==> config.mk <==
export PLATFORM = sky130hd
export DESIGN_NAME = rsc_top
export DESIGN_NICKNAME = d
export VERILOG_FILES = /design/src/rsc_pkg.sv /design/src/rsc_top.sv
export SDC_FILE = /design/constraint.sdc
export NUM_CORES = 1
export LEC_CHECK = 0
export ABC_AREA = 1
export BUFFER_PORTS_ARGS = -buffer_cell sky130_fd_sc_hd__buf_4
export CORE_UTILIZATION = 30
export DETAILED_ROUTE_END_ITERATION = 16
export HOLD_SLACK_MARGIN = 0.06
export PLACE_DENSITY = 0.54
export SYNTH_ARGS = -nofsm -noshare
export SYNTH_HDL_FRONTEND = slang
export SYNTH_SLANG_ARGS = --single-unit
==> constraint.sdc <==
create_clock -name mclk_i -period 1.35 [get_ports mclk_i]
set_input_delay 0.0675 -clock mclk_i [delete_from_list [all_inputs] [get_ports mclk_i]]
set_output_delay 0.0675 -clock mclk_i [all_outputs]
set_load 0.05 [all_outputs]
==> src/rsc_pkg.sv <==
// Purpose: Constants and types shared by the reset source combiner.
// Assumes: APB with 32-bit data, registers on aligned words.
// Notes:   Offsets are byte addresses.
`default_nettype none
package rsc_pkg;

   localparam int unsigned ADDR_W = 12;

   // Register byte offsets
   localparam logic [ADDR_W-1:0] OFS_RESET_CAUSE_STATUS = 12'h000;
   localparam logic [ADDR_W-1:0] OFS_OSC_CONTROL        = 12'h004;

   // Field positions in reset_cause_status
   localparam int unsigned BIT_TRAP_CONFLICT   = 15;
   localparam int unsigned BIT_ILLEGAL_COND    = 14;
   localparam int unsigned BIT_CONFIG_MISMATCH = 9;
   localparam int unsigned BIT_REG_SLEEP_ACT   = 8;
   localparam int unsigned BIT_PIN_RESET       = 7;
   localparam int unsigned BIT_INSTR_RESET     = 6;
   localparam int unsigned BIT_WATCHDOG        = 4;
   localparam int unsigned BIT_SLEEP_WAKE      = 3;
   localparam int unsigned BIT_IDLE_WAKE       = 2;
   localparam int unsigned BIT_BROWNOUT        = 1;
   localparam int unsigned BIT_POWER_ON        = 0;

   // Bits 13..10 unimplemented, bit 5 reserved
   localparam logic [15:0] STATUS_IMPL_MASK = 16'hC3DF;
   localparam logic [15:0] STATUS_POR_VALUE = 16'h0003;

   // next_osc_select position in the oscillator control word
   localparam int unsigned OSC_SEL_LSB = 8;
   localparam int unsigned OSC_SEL_W   = 3;
   localparam logic [OSC_SEL_W-1:0] OSC_SEL_POR_VALUE = 3'h0;

   // Pin synchroniser depth
   localparam int unsigned SYNC_STAGES = 3;

   typedef struct packed {
      logic [SYNC_STAGES-1:0] brownout_sync;
      logic [SYNC_STAGES-1:0] master_clear_pin_n_sync;
      logic                   brownout_lvl;
      logic                   master_clear_pin_n_lvl;
      logic                   master_rst;
      logic [15:0]            status;
      logic [OSC_SEL_W-1:0]   osc_sel;
      logic [31:0]            rdata;
      logic                   slverr;
   } rsc_state_t;

endpackage
`default_nettype wire

==> src/rsc_top.sv <==
// Purpose: Reset source combiner: merges all reset sources into one
//          master system reset and records the cause for software.
// Assumes: arst_n_i is the power-on reset; brown-out and master-clear
//          arrive asynchronously from pins, all others from mclk_i logic.
// Notes:   The status register is not cleared by the master reset, only
//          by power-on, so the cause survives the reset it reports.
//
// Local design decisions: the placing of the registers and the APB register port.
`timescale 1ns/10ps
`default_nettype none

// Functional notes
// Any active source asserts master system reset
// Ten reset sources feed the combiner
// Each reset kind sets its own status flag; here security reset sets no flag
// Power-on clears flags, sets brown-out and power-on
// Software sets or clears flags, no reset
// Reset loads default oscillator select into control
// Reset forces some registers, others keep contents
// Bit 15 records trap-conflict reset
// Bit 14 records illegal opcode, mode, pointer
// Bit 9 records configuration-mismatch reset
// Bit 8 keeps regulator active in sleep
// Bit 7 records master-clear pin reset
// Bit 6 records reset instruction
// Bit 4 records watchdog time-out
// Bit 3 records having been in sleep
// Bit 2 records having been in idle
// Bit 1 records brown-out reset
// Bit 0 records power-on reset
// Bits 13 to 10 and 5 read zero
// Software should clear flags after reading
// Master reset releases synchronously after sources idle
module rsc_top
(
   input  wire  logic                                mclk_i,
   input  wire  logic                                arst_n_i,
   // APB slave
   input  wire  logic                                psel_i,
   input  wire  logic                                penable_i,
   input  wire  logic                                pwrite_i,
   input  wire  logic [rsc_pkg::ADDR_W-1:0]          paddr_i,
   input  wire  logic [31:0]                         pwdata_i,
   input  wire  logic [3:0]                          pstrb_i,
   output logic                                      pready_o,
   output logic [31:0]                               prdata_o,
   output logic                                      pslverr_o,
   // Reset sources
   input  wire  logic                                brownout_i,
   input  wire  logic                                master_clear_pin_n_i,
   input  wire  logic                                reset_instr_i,
   input  wire  logic                                watchdog_timeout_i,
   input  wire  logic                                config_mismatch_i,
   input  wire  logic                                trap_conflict_i,
   input  wire  logic                                illegal_opcode_i,
   input  wire  logic                                illegal_addr_mode_i,
   input  wire  logic                                uninit_wreg_i,
   input  wire  logic                                security_reset_i,
   // Power-saving events
   input  wire  logic                                sleep_wake_i,
   input  wire  logic                                idle_wake_i,
   // Configuration
   input  wire  logic [rsc_pkg::OSC_SEL_W-1:0]       default_osc_select_i,
   // Outputs
   output logic                                      master_system_reset_o,
   output logic [rsc_pkg::OSC_SEL_W-1:0]             next_osc_select_o,
   output logic                                      regulator_sleep_active_o
);
   import rsc_pkg::*;

   rsc_state_t st;
   rsc_state_t next_st;

   logic        any_source;
   logic        brownout_filt;
   logic        master_clear_pin_n_filt;
   logic        illegal_any;
   logic        setup_phase;
   logic        access_phase;
   logic        hit_status;
   logic        hit_osc;
   logic        do_write;
   logic [15:0] wr_mask;
   logic [15:0] sw_status;
   logic [15:0] hw_set;
   logic [31:0] osc_word;
   logic        src_brownout;
   logic        src_pin;
   logic        src_instr;
   logic        src_watchdog;
   logic        src_mismatch;
   logic        src_trap;
   logic        src_illegal;
   logic        src_security;
   logic        evt_sleep;
   logic        evt_idle;
   logic        rd_hit;
   logic [31:0] rd_word;
   logic        osc_wr;
   logic [OSC_SEL_W-1:0] osc_wr_val;
   logic [15:0] next_status;

   // Bus answers in the access phase without wait states
   assign pready_o                 = 1'b1;
   assign prdata_o                 = st.rdata;
   assign pslverr_o                = st.slverr;
   assign master_system_reset_o    = st.master_rst;
   assign next_osc_select_o        = st.osc_sel;
   assign regulator_sleep_active_o = st.status[BIT_REG_SLEEP_ACT];

   assign setup_phase  = psel_i & ~penable_i;
   assign access_phase = psel_i & penable_i;
   assign hit_status   = (paddr_i == OFS_RESET_CAUSE_STATUS);
   assign hit_osc      = (paddr_i == OFS_OSC_CONTROL);
   assign do_write     = access_phase & pwrite_i;
   assign wr_mask      = {{8{pstrb_i[1]}}, {8{pstrb_i[0]}}};
   assign osc_wr_val   = pwdata_i[OSC_SEL_LSB +: OSC_SEL_W];

   // The oscillator field sits in byte lane 1 only
   always_comb
   begin
      osc_wr = 1'b0;
      if (do_write && hit_osc && pstrb_i[1])
      begin
         osc_wr = 1'b1;
      end
   end

   always_comb
   begin
      osc_word                       = 32'h0000_0000;
      osc_word[OSC_SEL_LSB +: OSC_SEL_W] = st.osc_sel;
   end

   // Pin levels change only once the last two stages agree
   always_comb
   begin
      if (st.brownout_sync[2] == st.brownout_sync[1])
      begin
         brownout_filt = st.brownout_sync[2];
      end
      else
      begin
         brownout_filt = st.brownout_lvl;
      end
      if (st.master_clear_pin_n_sync[2] == st.master_clear_pin_n_sync[1])
      begin
         master_clear_pin_n_filt = st.master_clear_pin_n_sync[2];
      end
      else
      begin
         master_clear_pin_n_filt = st.master_clear_pin_n_lvl;
      end
   end

   // Three CPU faults share one flag
   always_comb
   begin
      illegal_any = 1'b0;
      if (illegal_opcode_i || illegal_addr_mode_i || uninit_wreg_i)
      begin
         illegal_any = 1'b1;
      end
   end

   // Pin sources count only after the filter, so a glitch cannot reset
   assign src_brownout = st.brownout_lvl;
   assign src_pin      = ~st.master_clear_pin_n_lvl;
   assign src_instr    = reset_instr_i;
   assign src_watchdog = watchdog_timeout_i;
   assign src_mismatch = config_mismatch_i;
   assign src_trap     = trap_conflict_i;
   assign src_illegal  = illegal_any;
   assign src_security = security_reset_i;
   assign evt_sleep    = sleep_wake_i;
   assign evt_idle     = idle_wake_i;

   // Every source feeds the one reset; security reset has no flag
   always_comb
   begin
      any_source = 1'b0;
      if (src_brownout || src_pin)
      begin
         any_source = 1'b1;
      end
      if (src_instr || src_watchdog || src_mismatch)
      begin
         any_source = 1'b1;
      end
      if (src_trap || src_illegal || src_security)
      begin
         any_source = 1'b1;
      end
   end

   // Hardware set terms, one per flag except power-on and regulator bit 8
   always_comb
   begin
      hw_set                      = 16'h0000;
      hw_set[BIT_TRAP_CONFLICT]   = src_trap;
      hw_set[BIT_ILLEGAL_COND]    = src_illegal;
      hw_set[BIT_CONFIG_MISMATCH] = src_mismatch;
      hw_set[BIT_PIN_RESET]       = src_pin;
      hw_set[BIT_INSTR_RESET]     = src_instr;
      hw_set[BIT_WATCHDOG]        = src_watchdog;
      hw_set[BIT_SLEEP_WAKE]      = evt_sleep;
      hw_set[BIT_IDLE_WAKE]       = evt_idle;
      hw_set[BIT_BROWNOUT]        = src_brownout;
   end

   // Software write image; a write only stores, it never causes a reset
   always_comb
   begin
      sw_status = st.status;
      if (do_write && hit_status)
      begin
         sw_status = (st.status & ~wr_mask) | (pwdata_i[15:0] & wr_mask);
      end
   end

   // A hardware set wins over a software clear in the same cycle
   always_comb
   begin
      next_status = sw_status;

      if (hw_set[BIT_TRAP_CONFLICT])
      begin
         next_status[BIT_TRAP_CONFLICT] = 1'b1;
      end
      if (hw_set[BIT_ILLEGAL_COND])
      begin
         next_status[BIT_ILLEGAL_COND] = 1'b1;
      end
      if (hw_set[BIT_CONFIG_MISMATCH])
      begin
         next_status[BIT_CONFIG_MISMATCH] = 1'b1;
      end

      if (hw_set[BIT_PIN_RESET])
      begin
         next_status[BIT_PIN_RESET] = 1'b1;
      end
      if (hw_set[BIT_INSTR_RESET])
      begin
         next_status[BIT_INSTR_RESET] = 1'b1;
      end
      if (hw_set[BIT_WATCHDOG])
      begin
         next_status[BIT_WATCHDOG] = 1'b1;
      end

      if (hw_set[BIT_SLEEP_WAKE])
      begin
         next_status[BIT_SLEEP_WAKE] = 1'b1;
      end
      if (hw_set[BIT_IDLE_WAKE])
      begin
         next_status[BIT_IDLE_WAKE] = 1'b1;
      end

      if (hw_set[BIT_BROWNOUT])
      begin
         next_status[BIT_BROWNOUT] = 1'b1;
      end
      next_status = next_status & STATUS_IMPL_MASK;
   end

   // Read mux; unmapped addresses read zero and raise the error
   always_comb
   begin
      rd_hit  = 1'b1;
      rd_word = 32'h0000_0000;
      case (paddr_i)
         OFS_RESET_CAUSE_STATUS:
         begin
            rd_word = {16'h0000, st.status & STATUS_IMPL_MASK};
         end
         OFS_OSC_CONTROL:
         begin
            rd_word = osc_word;
         end
         default:
         begin
            rd_hit = 1'b0;
         end
      endcase
   end

   always_comb
   begin
      next_st = st;

      next_st.brownout_sync = {st.brownout_sync[1:0], brownout_i};
      next_st.master_clear_pin_n_sync   = {st.master_clear_pin_n_sync[1:0], master_clear_pin_n_i};
      next_st.brownout_lvl  = brownout_filt;
      next_st.master_clear_pin_n_lvl    = master_clear_pin_n_filt;

      // Release is taken on a clock edge, so it never glitches downstream
      next_st.master_rst = any_source;

      // Flags are merged and masked in next_status
      next_st.status = next_status;

      // Oscillator select: software may change it, any reset reloads it
      if (osc_wr)
      begin
         next_st.osc_sel = osc_wr_val;
      end
      if (st.master_rst)
      begin
         next_st.osc_sel = default_osc_select_i;
      end

      // Read data and error are captured in the setup phase
      if (setup_phase)
      begin
         next_st.slverr = ~rd_hit;
         next_st.rdata  = rd_word;
      end
      else if (!psel_i)
      begin
         next_st.slverr = 1'b0;
         next_st.rdata  = 32'h0000_0000;
      end
   end

   // Power-on: flags cleared except brown-out and power-on, reset held
   always_ff @(posedge mclk_i or negedge arst_n_i)
   begin
      if (!arst_n_i)
      begin
         st.brownout_sync <= '0;
         st.master_clear_pin_n_sync   <= '1;
         st.brownout_lvl  <= 1'b0;
         st.master_clear_pin_n_lvl    <= 1'b1;
         st.master_rst    <= 1'b1;
         st.status        <= STATUS_POR_VALUE;
         st.osc_sel       <= OSC_SEL_POR_VALUE;
         st.rdata         <= 32'h0000_0000;
         st.slverr        <= 1'b0;
      end
      else
      begin
         st <= next_st;
      end
   end

endmodule
`default_nettype wire

==> flow_summary.ini, run 1 <==
[status]
status = completed

[finish]
antennaDiodeCount = 0
nets = 369
drive_above_1_share_pct = 30.79
final_util_pct = 41.36
post-route-cell-area_sq_um = 2641
area_growth_pct = 32.02
final_cells = 379

[synthesis]
yosysSeqAreaShare_pct = 45.47
synth.area.top_cells = dfrtp_1, buf_4, nand2_1
synth-xor-area-share_pct = 0
synth.area.mux_share_pct = 0
ys_warn_count = 0
syn_area_sq_um = 2001
yosysTopAreaCellShare_pct = 36.27
postSynthAreaPerCell_sq_um = 8.513
synth_flop_cell = dfrtp_1
ys_types = 27
yosysMostFrequentCell = nand2_1
synth-edff-count = 0
yosys.area_share.simple_pct = 32.52
synth.largest_area_cell = dfrtp_1
synthAdderAreaFrac_pct = 1.001
async_flop_share_pct = 100.0
synth-compound-area-share_pct = 3.002
synth_top_family_by_area = simple AND/OR/NAND/NOR gates
ys_ff_latch = 36
synth_common_cells = nand2_1, buf_4, dfrtp_1
synthCells = 235

[timing]
setup_viol = 0
fin_hold_ws_ns = 0.06973
fin_setup_tns_ns = 0
skew_ns = 0.005121
finalCritPeriodShare_pct = 84.40
maxSlewViolCount = 0
setup_slack_ns = 0.2105
rsz0062_at_grt = no
period_minus_slack_ns = 1.139
fmax_mhz = 877.6
finalHoldViolations = 0

[grt]
grt_usage_pct = 13.07
grt_pass1_vias = 1563
grt-ovfl-total = 0
grt_max_degree = 37
grt_pass1_wl_um = 7327
antenna_found_initial = 0

[clock_network]
clk_pin_slew_ns = 0.07
insertion_delay_ns = 0.29
clock_path_buffers = 2
cts_root_buffer = clkbuf_8
htreeDepth = 2
cts_tree = yes
cts.sinks = 36
hold_buffers = 17
cts_setup_buffers = 0
cts_buffers = 5
cts_resized = 0

[pwr]
powerDensity_nw_per_um2 = 1002
ir_drop_uv = 609.9
power.switching_uw = 700.9
clockPowerShare_pct = 39.1
p_leak_nw = 1.358
pwr-share-comb_pct = 17.3
power.internal_mw = 1.947
p_sw_share_pct = 26.47
p_total_mw = 2.648
p_seq_share_pct = 43.6

[drt]
first_pass_iters = 4
finalWirelength_um = 4275
num_vias = 1611
route.met3.wl_um = 263
drc_errors = 0
ant_nets = 0
m1WireLength_um = 1935
vias_per_cell = 4.251
drt_iter0_drc = 38
wl_per_cell_um = 11.28
route.met2.wl_um = 1998
dr.max_layer_used = met4

[setup_path]
critPathBufInv = 1
cp_max_fo = 6
setup.worst_path.class = flip-flop to output port
reg2reg_to = next_osc_select_o[2]
crit_slowest_cell = dfstp_2
path_cells = buf_4
critPathTopFamily = flip-flops
start_kind = flip-flop
worst_r2r_path_depth = 5
regToRegSetupSlack_ns = 0.33
critical_path.startpoint = master_system_reset_o
cp_slowest_stage_delay_ns = 0.58
arrival_ns = 1.07
required_ns = 1.28
cp-end-kind = output port
r2r_start = master_system_reset_o

[die]
num_io_pins = 107
die_w_um = 83.67
num_rows = 29
start_util_pct = 31.33
core_area_sq_um = 6386
die_y_um = 83.67
die_area_sq_um = 7000

[placement]
placed_cells = 354
dp.final_hpwl_um = 3149
port_buffers = 63
gp_congestion = 0.7595
place_ws_ns = 0.1463
placed_area_sq_um = 2345

[min_path]
hold_class = primary input to flip-flop
whs_path_depth = 5
worstHoldStart = default_osc_select_i[1]
holdPathEnd = next_osc_select_o[1]

[job]
maxCapViolCount = 0
area by class of cell:
cell class	count	area [sq um]
clock buffers	7	96.34
multi-input cells	164	809.5
clock inverters	1	30.03
well taps	77	96.34
repair buffers	81	650.6
fillers	659	3745
inverters	13	48.80
flip-flops and latches	36	909.6
registers in the layout, summed over array words and instances, names as in the netlist, named ones only:
signal,cells
prdata_o,12
st,12
next_st,4
next_osc_select_o,3
master_system_reset_o,1
pslverr_o,1
src_brownout,1
per-layer routing:
metal,vias to the layer above,global-route usage (%)
li1,830,-
met1,718,17.66
met2,55,19.96
met3,8,3.363
met4,0,5.239
met5,-,0
cell families after synthesis:
family	Yosys count
DFF	36
adders and majority gates	2
and+or+nand+nor	129
buffers and inverters	54
AOI/OAI and AO/OA	12
other	2
cell usage in the layout (no fill, tap or decap), types with 2 or more instances in the layout:
cell type and n:
buf_4 64, nor2_1 7, o21ai_1 11, dfrtp_1 29
nand3_2 2, nor2_8 2, clkbuf_8 7, inv_1 12
conb_1 21, or2_4 2, dfstp_2 7, maj3_1 2
nand3b_1 2, nand2_2 2, dlygate4sd3_1 17, nand4_1 9
nand2_1 74, nand3_1 22
worst max-delay path by stage:
stage,to,slack (ns),depth (start not counted)
finish,master_system_reset_o,0.21,1
global route,master_system_reset_o,0.18,1
CTS,master_system_reset_o,0.20,1
detailed placement,pslverr_o,0.15,7
global placement,pslverr_o,0.15,7
floorplan,next_osc_select_o[1],0.18,5
power groups by stage:
stage | registers (mW) | logic [mW] | clock network [mW]
CTS | 1.15 | 0.461 | 1.07
global route | 1.16 | 0.500 | 1.13
floorplan | 1.17 | 0.312 | 0
detailed placement | 1.17 | 0.422 | 0
finish | 1.15 | 0.458 | 1.04
global placement | 1.17 | 0.420 | 0
No activity file was read; power rests on OpenSTA's default activity.
==> run 2: changes to the inputs <==
--- a/config.mk
+++ b/config.mk
@@ -5,12 +5,12 @@
 export SDC_FILE = /design/constraint.sdc
 export NUM_CORES = 1
 export LEC_CHECK = 0
-export ABC_AREA = 1
+export ABC_AREA = 0
 export BUFFER_PORTS_ARGS = -buffer_cell sky130_fd_sc_hd__buf_4
 export CORE_UTILIZATION = 30
 export DETAILED_ROUTE_END_ITERATION = 16
 export HOLD_SLACK_MARGIN = 0.06
-export PLACE_DENSITY = 0.54
+export PLACE_DENSITY = 0.56
 export SYNTH_ARGS = -nofsm -noshare
 export SYNTH_HDL_FRONTEND = slang
 export SYNTH_SLANG_ARGS = --single-unit
==> constraint.sdc (replaced) <==
create_clock -name mclk_i -period 1.1 [get_ports mclk_i]
set_input_delay 0.055 -clock mclk_i [delete_from_list [all_inputs] [get_ports mclk_i]]
set_output_delay 0.055 -clock mclk_i [all_outputs]
set_load 0.05 [all_outputs]
==> run 2 against run 1 <==
Count of clock-buffer cells in the layout down 1. Setup slack got worse by 0.18 ns. Largest power group unchanged. Clock power rose by 9%. Critical path depth is 2 higher. Critical endpoint is now prdata_o[10]. Clock skew rose by 0.0042 ns. Routed wire length shrank 4.0%.
==> flow_summary.ini, run 2 <==
[drt]
num_vias = 1389
wl_per_cell_um = 12.51
drt_iter0_drc = 65
ant_nets = 0
drc_errors = 0
first_pass_iters = 4
finalWirelength_um = 4103
vias_per_cell = 4.235

[clock_network]
insertion_delay_ns = 0.28
cts.sinks = 36
clk_pin_slew_ns = 0.08
cts_buffers = 5
cts_root_buffer = clkbuf_8
htreeDepth = 2
clock_path_buffers = 2
cts_tree = yes

[synthesis]
ys_types = 33
synth.largest_area_cell = dfrtp_1
synth_flop_cell = dfrtp_1
synth_common_cells = buf_4, dfrtp_1, nor2_1
yosysMostFrequentCell = buf_4
synthCells = 161
syn_area_sq_um = 1798
ys_ff_latch = 36
postSynthAreaPerCell_sq_um = 11.17
synth-edff-count = 0
ys_warn_count = 0
synth.area.top_cells = dfrtp_1, buf_4, dfstp_2
async_flop_share_pct = 100.0
yosysSeqAreaShare_pct = 50.59
yosysTopAreaCellShare_pct = 40.36

[min_path]
hold_class = primary input to flip-flop

[placement]
placed_area_sq_um = 2268
port_buffers = 63
gp_congestion = 0.7486
dp.final_hpwl_um = 2896

[die]
die_y_um = 79.42
num_io_pins = 107
die_w_um = 79.42
core_area_sq_um = 5642
start_util_pct = 31.87
num_rows = 27
die_area_sq_um = 6307

[pwr]
pwr-share-comb_pct = 17.7
power.switching_uw = 784.4
powerDensity_nw_per_um2 = 1124
ir_drop_uv = 510.5
p_sw_share_pct = 25.82
p_seq_share_pct = 45.2
power.internal_mw = 2.254
clockPowerShare_pct = 37.0
p_leak_nw = 1.251

[finish]
area_growth_pct = 50.31
final_util_pct = 47.90
drive_above_1_share_pct = 41.41
antennaDiodeCount = 0
nets = 323
final_common_cell = buf_4
post-route-cell-area_sq_um = 2703
layout_common_cells = buf_4, dfrtp_1, dlygate4sd3_1, conb_1, nor2_1

[timing]
skew_ns = 0.009345
finalCritPeriodShare_pct = 97.57
setup_viol = 0
fmax_mhz = 931.8
rsz0062_at_grt = yes
fin_hold_ws_ns = 0.08085
period_minus_slack_ns = 1.073
finalHoldViolations = 0
maxSlewViolCount = 0

[setup_path]
cp_max_fo = 2
required_ns = 1.31
arrival_ns = 1.29
cp-end-kind = flip-flop
start_kind = flip-flop
setup.worst_path.class = flip-flop to flip-flop

[job]
maxCapViolCount = 0

[grt]
grt_usage_pct = 13.55
grt_pass1_wl_um = 6368
grt_pass1_vias = 1340
grt-ovfl-total = 0
grt_max_degree = 37
antenna_found_initial = 0

[status]
status = completed
-- run 2: worst max-delay path, stage by stage (launching register included) --
cell and delay [ns]:
dfrtp_1 0.35, inv_1 0.06, or4_1 0.46, a21boi_1 0.14
-- run 2: what timing repair did --
action | 4_1_cts | 5_1_grt
pin swaps | 4 | 3
cloned | 0 | 1
endpoints found under the setup margin | 3 | 4
resized for setup | 4 | 7
endpoints found under the hold margin | 46 | 0
buffers inserted | 0 | 2
hold buffers | 26 | 0
-- run 2: cell families (layout without fill, tap and decap cells) --
| family | Yosys count | in the layout | share of synthesized area (%) |
|---|---|---|---|
| buf+inv | 39 | 115 | 15.80 |
| flops | 36 | 36 | 50.59 |
| fa+ha+maj | 2 | 2 | 1.113 |
| other cells | 2 | 21 | 0.4177 |
| compound gates | 24 | 24 | 9.743 |
| mux | 10 | 10 | 5.915 |
| simple gates | 48 | 48 | 16.42 |
-- run 2: power groups by stage --
stage	Clock [mW]	Sequential [mW]	Combinational [mW]
after floorplan	0	1.40	0.299
after global placement	0	1.40	0.458
after detailed placement	0	1.40	0.458
after CTS	1.16	1.37	0.535
after global routing	1.23	1.38	0.577
final	1.13	1.37	0.539
-- run 2: final timing paths --
check	endpoint	cells after the start	slack (ns)	start
worst max-delay path	prdata_o[10]	3	0.03	next_osc_select_o[2]
worst min-delay path	st[45]	3	0.08	pwdata_i[9]
worst max register to register	prdata_o[10]	3	0.03	next_osc_select_o[2]
worst min register to register	next_st[60]	0	0.35	next_st[59]
max in group asynchronous	master_system_reset_o	2	0.49	arst_n_i
min in group asynchronous	pslverr_o	2	0.26	arst_n_i
-- run 2: cell type report --
type	count	area, sq um
Clock inverter	2	35.03
Clock buffer	6	72.57
Timing Repair Buffer	106	877.1
Fill cell	523	2939
Sequential cell	36	909.6
Inverter	1	3.754
Tap cell	72	90.09
Multi-Input combinational cell	105	714.4
-- run 2: stage by stage --
| stage | power, mW | setup slack, ns | TNS [ns] | cells |
|---|---|---|---|---|
| global route | 3.180 | -0.009394 | -0.01263 | 328 |
| global placement | 1.855 | -0.2483 | -5.173 | 291 |
| CTS | 3.072 | -0.009665 | -0.009665 | 325 |
| floorplan | 1.703 | -0.1582 | -0.6075 | 180 |
| finish | 3.038 | 0.02678 | 0 | 328 |
| detailed placement | 1.856 | -0.2838 | -5.721 | 291 |
-- run 2: per-layer routing --
metal	vias to the layer above	share of wire, %	wire length (um)	GRT usage [%]
li1	697	-	-	-
met1	645	44	1805	17.46
met4	0	1.7	69	6.000
met3	6	4.5	184	3.200
met5	-	0	0	0
met2	41	50	2044	21.55
==> run 3: changes to the inputs <==
==> constraint.sdc (replaced) <==
create_clock -name mclk_i -period 1.39 [get_ports mclk_i]
set_input_delay 0.0695 -clock mclk_i [delete_from_list [all_inputs] [get_ports mclk_i]]
set_output_delay 0.0695 -clock mclk_i [all_outputs]
set_load 0.05 [all_outputs]
==> run 3 against run 2 <==
Final cell count is 2.4% lower. Highest routed layer unchanged. Total power fell by 21%. Register-to-register slack improved by 0.21 ns. Critical path type is now primary input to flip-flop. Via count decreased by 0.86%. Clock power shrank 20%. Critical endpoint is now st[39]. Worst hold slack worse by 0.012 ns. Sequential power shrank 20%. Clock skew is 0.0061 ns lower. Cell area fell by 3.6%. Global-route usage decreased by 0.42 points. Die area stayed put. Non-clock buffer count is 8 lower.
==> flow_summary.ini, run 3 (synthesized netlist as in run 2, its figures left out) <==
[timing]
skew_ns = 0.003249
fin_hold_ws_ns = 0.06882
maxSlewViolCount = 0
rsz0062_at_grt = no
finalHoldViolations = 0
finalCritPeriodShare_pct = 92.30
setup_viol = 0
setup_slack_ns = 0.1071
period_minus_slack_ns = 1.283
fmax_mhz = 779.5

[setup_path]
cp_max_fo = 2
setup.worst_path.class = primary input to flip-flop
cp-end-kind = flip-flop
path_cells = dlygate4sd3_1 -> buf_4 -> nor2_1 -> dlygate4sd3_1 -> mux2i_1
crit_slowest_cell = dlygate4sd3_1
worst_r2r_path_depth = 3
cpMostUsedCell = dlygate4sd3_1
required_ns = 1.56
start_kind = primary input
arrival_ns = 1.45
cp_slowest_stage_delay_ns = 0.55

[job]
maxCapViolCount = 0

[clock_network]
htreeDepth = 2
cts_root_buffer = clkbuf_8
clock_path_buffers = 2
cts_buffers = 5
cts.sinks = 36
cts_tree = yes
clk_pin_slew_ns = 0.07
cts_resized = 0
insertion_delay_ns = 0.28

[drt]
first_pass_iters = 4
wl_per_cell_um = 12.09
drc_errors = 0
finalWirelength_um = 3870
ant_nets = 0
drt_iter0_drc = 50
num_vias = 1377
vias_per_cell = 4.303

[placement]
placed_area_sq_um = 2225
gp_congestion = 0.7688
placed_cells = 285
place_ws_ns = -0.01207
dp.final_hpwl_um = 2799
port_buffers = 63

[finish]
area_growth_pct = 44.95
drive_above_1_share_pct = 37.50
antennaDiodeCount = 0
final_common_cell = buf_4
layout_common_cells = buf_4, dfrtp_1, dlygate4sd3_1, conb_1, nor2_1
post-route-cell-area_sq_um = 2606
final_util_pct = 46.20
nets = 315
final_cells = 320

[die]
die_y_um = 79.42
die_area_sq_um = 6307
start_util_pct = 31.87
core_area_sq_um = 5642
num_rows = 27
die_w_um = 79.42
num_io_pins = 107

[min_path]
hold_class = primary input to flip-flop
whs_path_depth = 3

[pwr]
p_leak_nw = 1.192
powerDensity_nw_per_um2 = 921.0
ir_drop_uv = 461.3

[grt]
grt-ovfl-total = 0
grt_pass1_wl_um = 6154
antenna_found_initial = 0
grt_usage_pct = 13.13
grt_pass1_vias = 1378
grt_max_degree = 37

[status]
status = completed
[run 3: changes by cell type in the layout (fill, tap and decap cells not counted), sizes merged]
| cell | delta |
|---|---|
| clkinvlp | +1 |
| buf | -9 |
| clkbuf | -1 |
| dlygate4sd3 | +1 |
[run 3: final timing paths]
check,startpoint,slack [ns],endpoint
setup / recovery,sleep_wake_i,0.11,st[39]
hold / removal,watchdog_timeout_i,0.07,st[40]
setup reg to reg,next_osc_select_o[2],0.24,prdata_o[10]
hold reg to reg,next_st[59],0.35,next_st[60]
max in group asynchronous,arst_n_i,0.76,async pin
min in group asynchronous,arst_n_i,0.28,prdata_o[7]
[run 3: per-stage QoR]
step	TNS (ns)	total power [mW]
after floorplan	0	1.347
after global placement	-0.005872	1.455
after detailed placement	-0.01553	1.457
after CTS	0	2.439
after global routing	0	2.520
final	0	2.400
[run 3: cell type report]
cell class / count / area (sq um)
well taps: 72 / 90.09
clock buffers: 5 / 68.82
flip-flops and latches: 36 / 909.6
multi-input cells: 105 / 675.6
clock inverters: 3 / 42.54
repair buffers: 98 / 815.8
fillers: 534 / 3035
inverters: 1 / 3.754
[run 3: per-layer routing]
layer,track usage (%),wire length [um],part of all wire (%),up-vias
met5,0,0,0,-
met4,5.455,56,1.4,0
met3,2.971,216,5.6,6
met2,22.50,1907,49,47
met1,15.79,1690,44,648
li1,-,-,-,676
[run 3: where the power goes]
part,total (mW),switching (mW),internal [mW]
clock,0.907,0.377,0.530
combinational,0.405,0.239,0.166
sequential,1.09,0.0135,1.07
[run 3: worst max-delay path, delay by kind of cell]
family	cells	cell delay, ns
buffers and inverters	3	1.23
AND/OR/NAND/NOR	1	0.09
multiplexers	1	0.06
[run 3: repair_timing]
action / in CTS / in global routing
setup buffers: 0 / 0
hold buffers: 27 / 0
endpoints found under the hold margin: 47 / 0
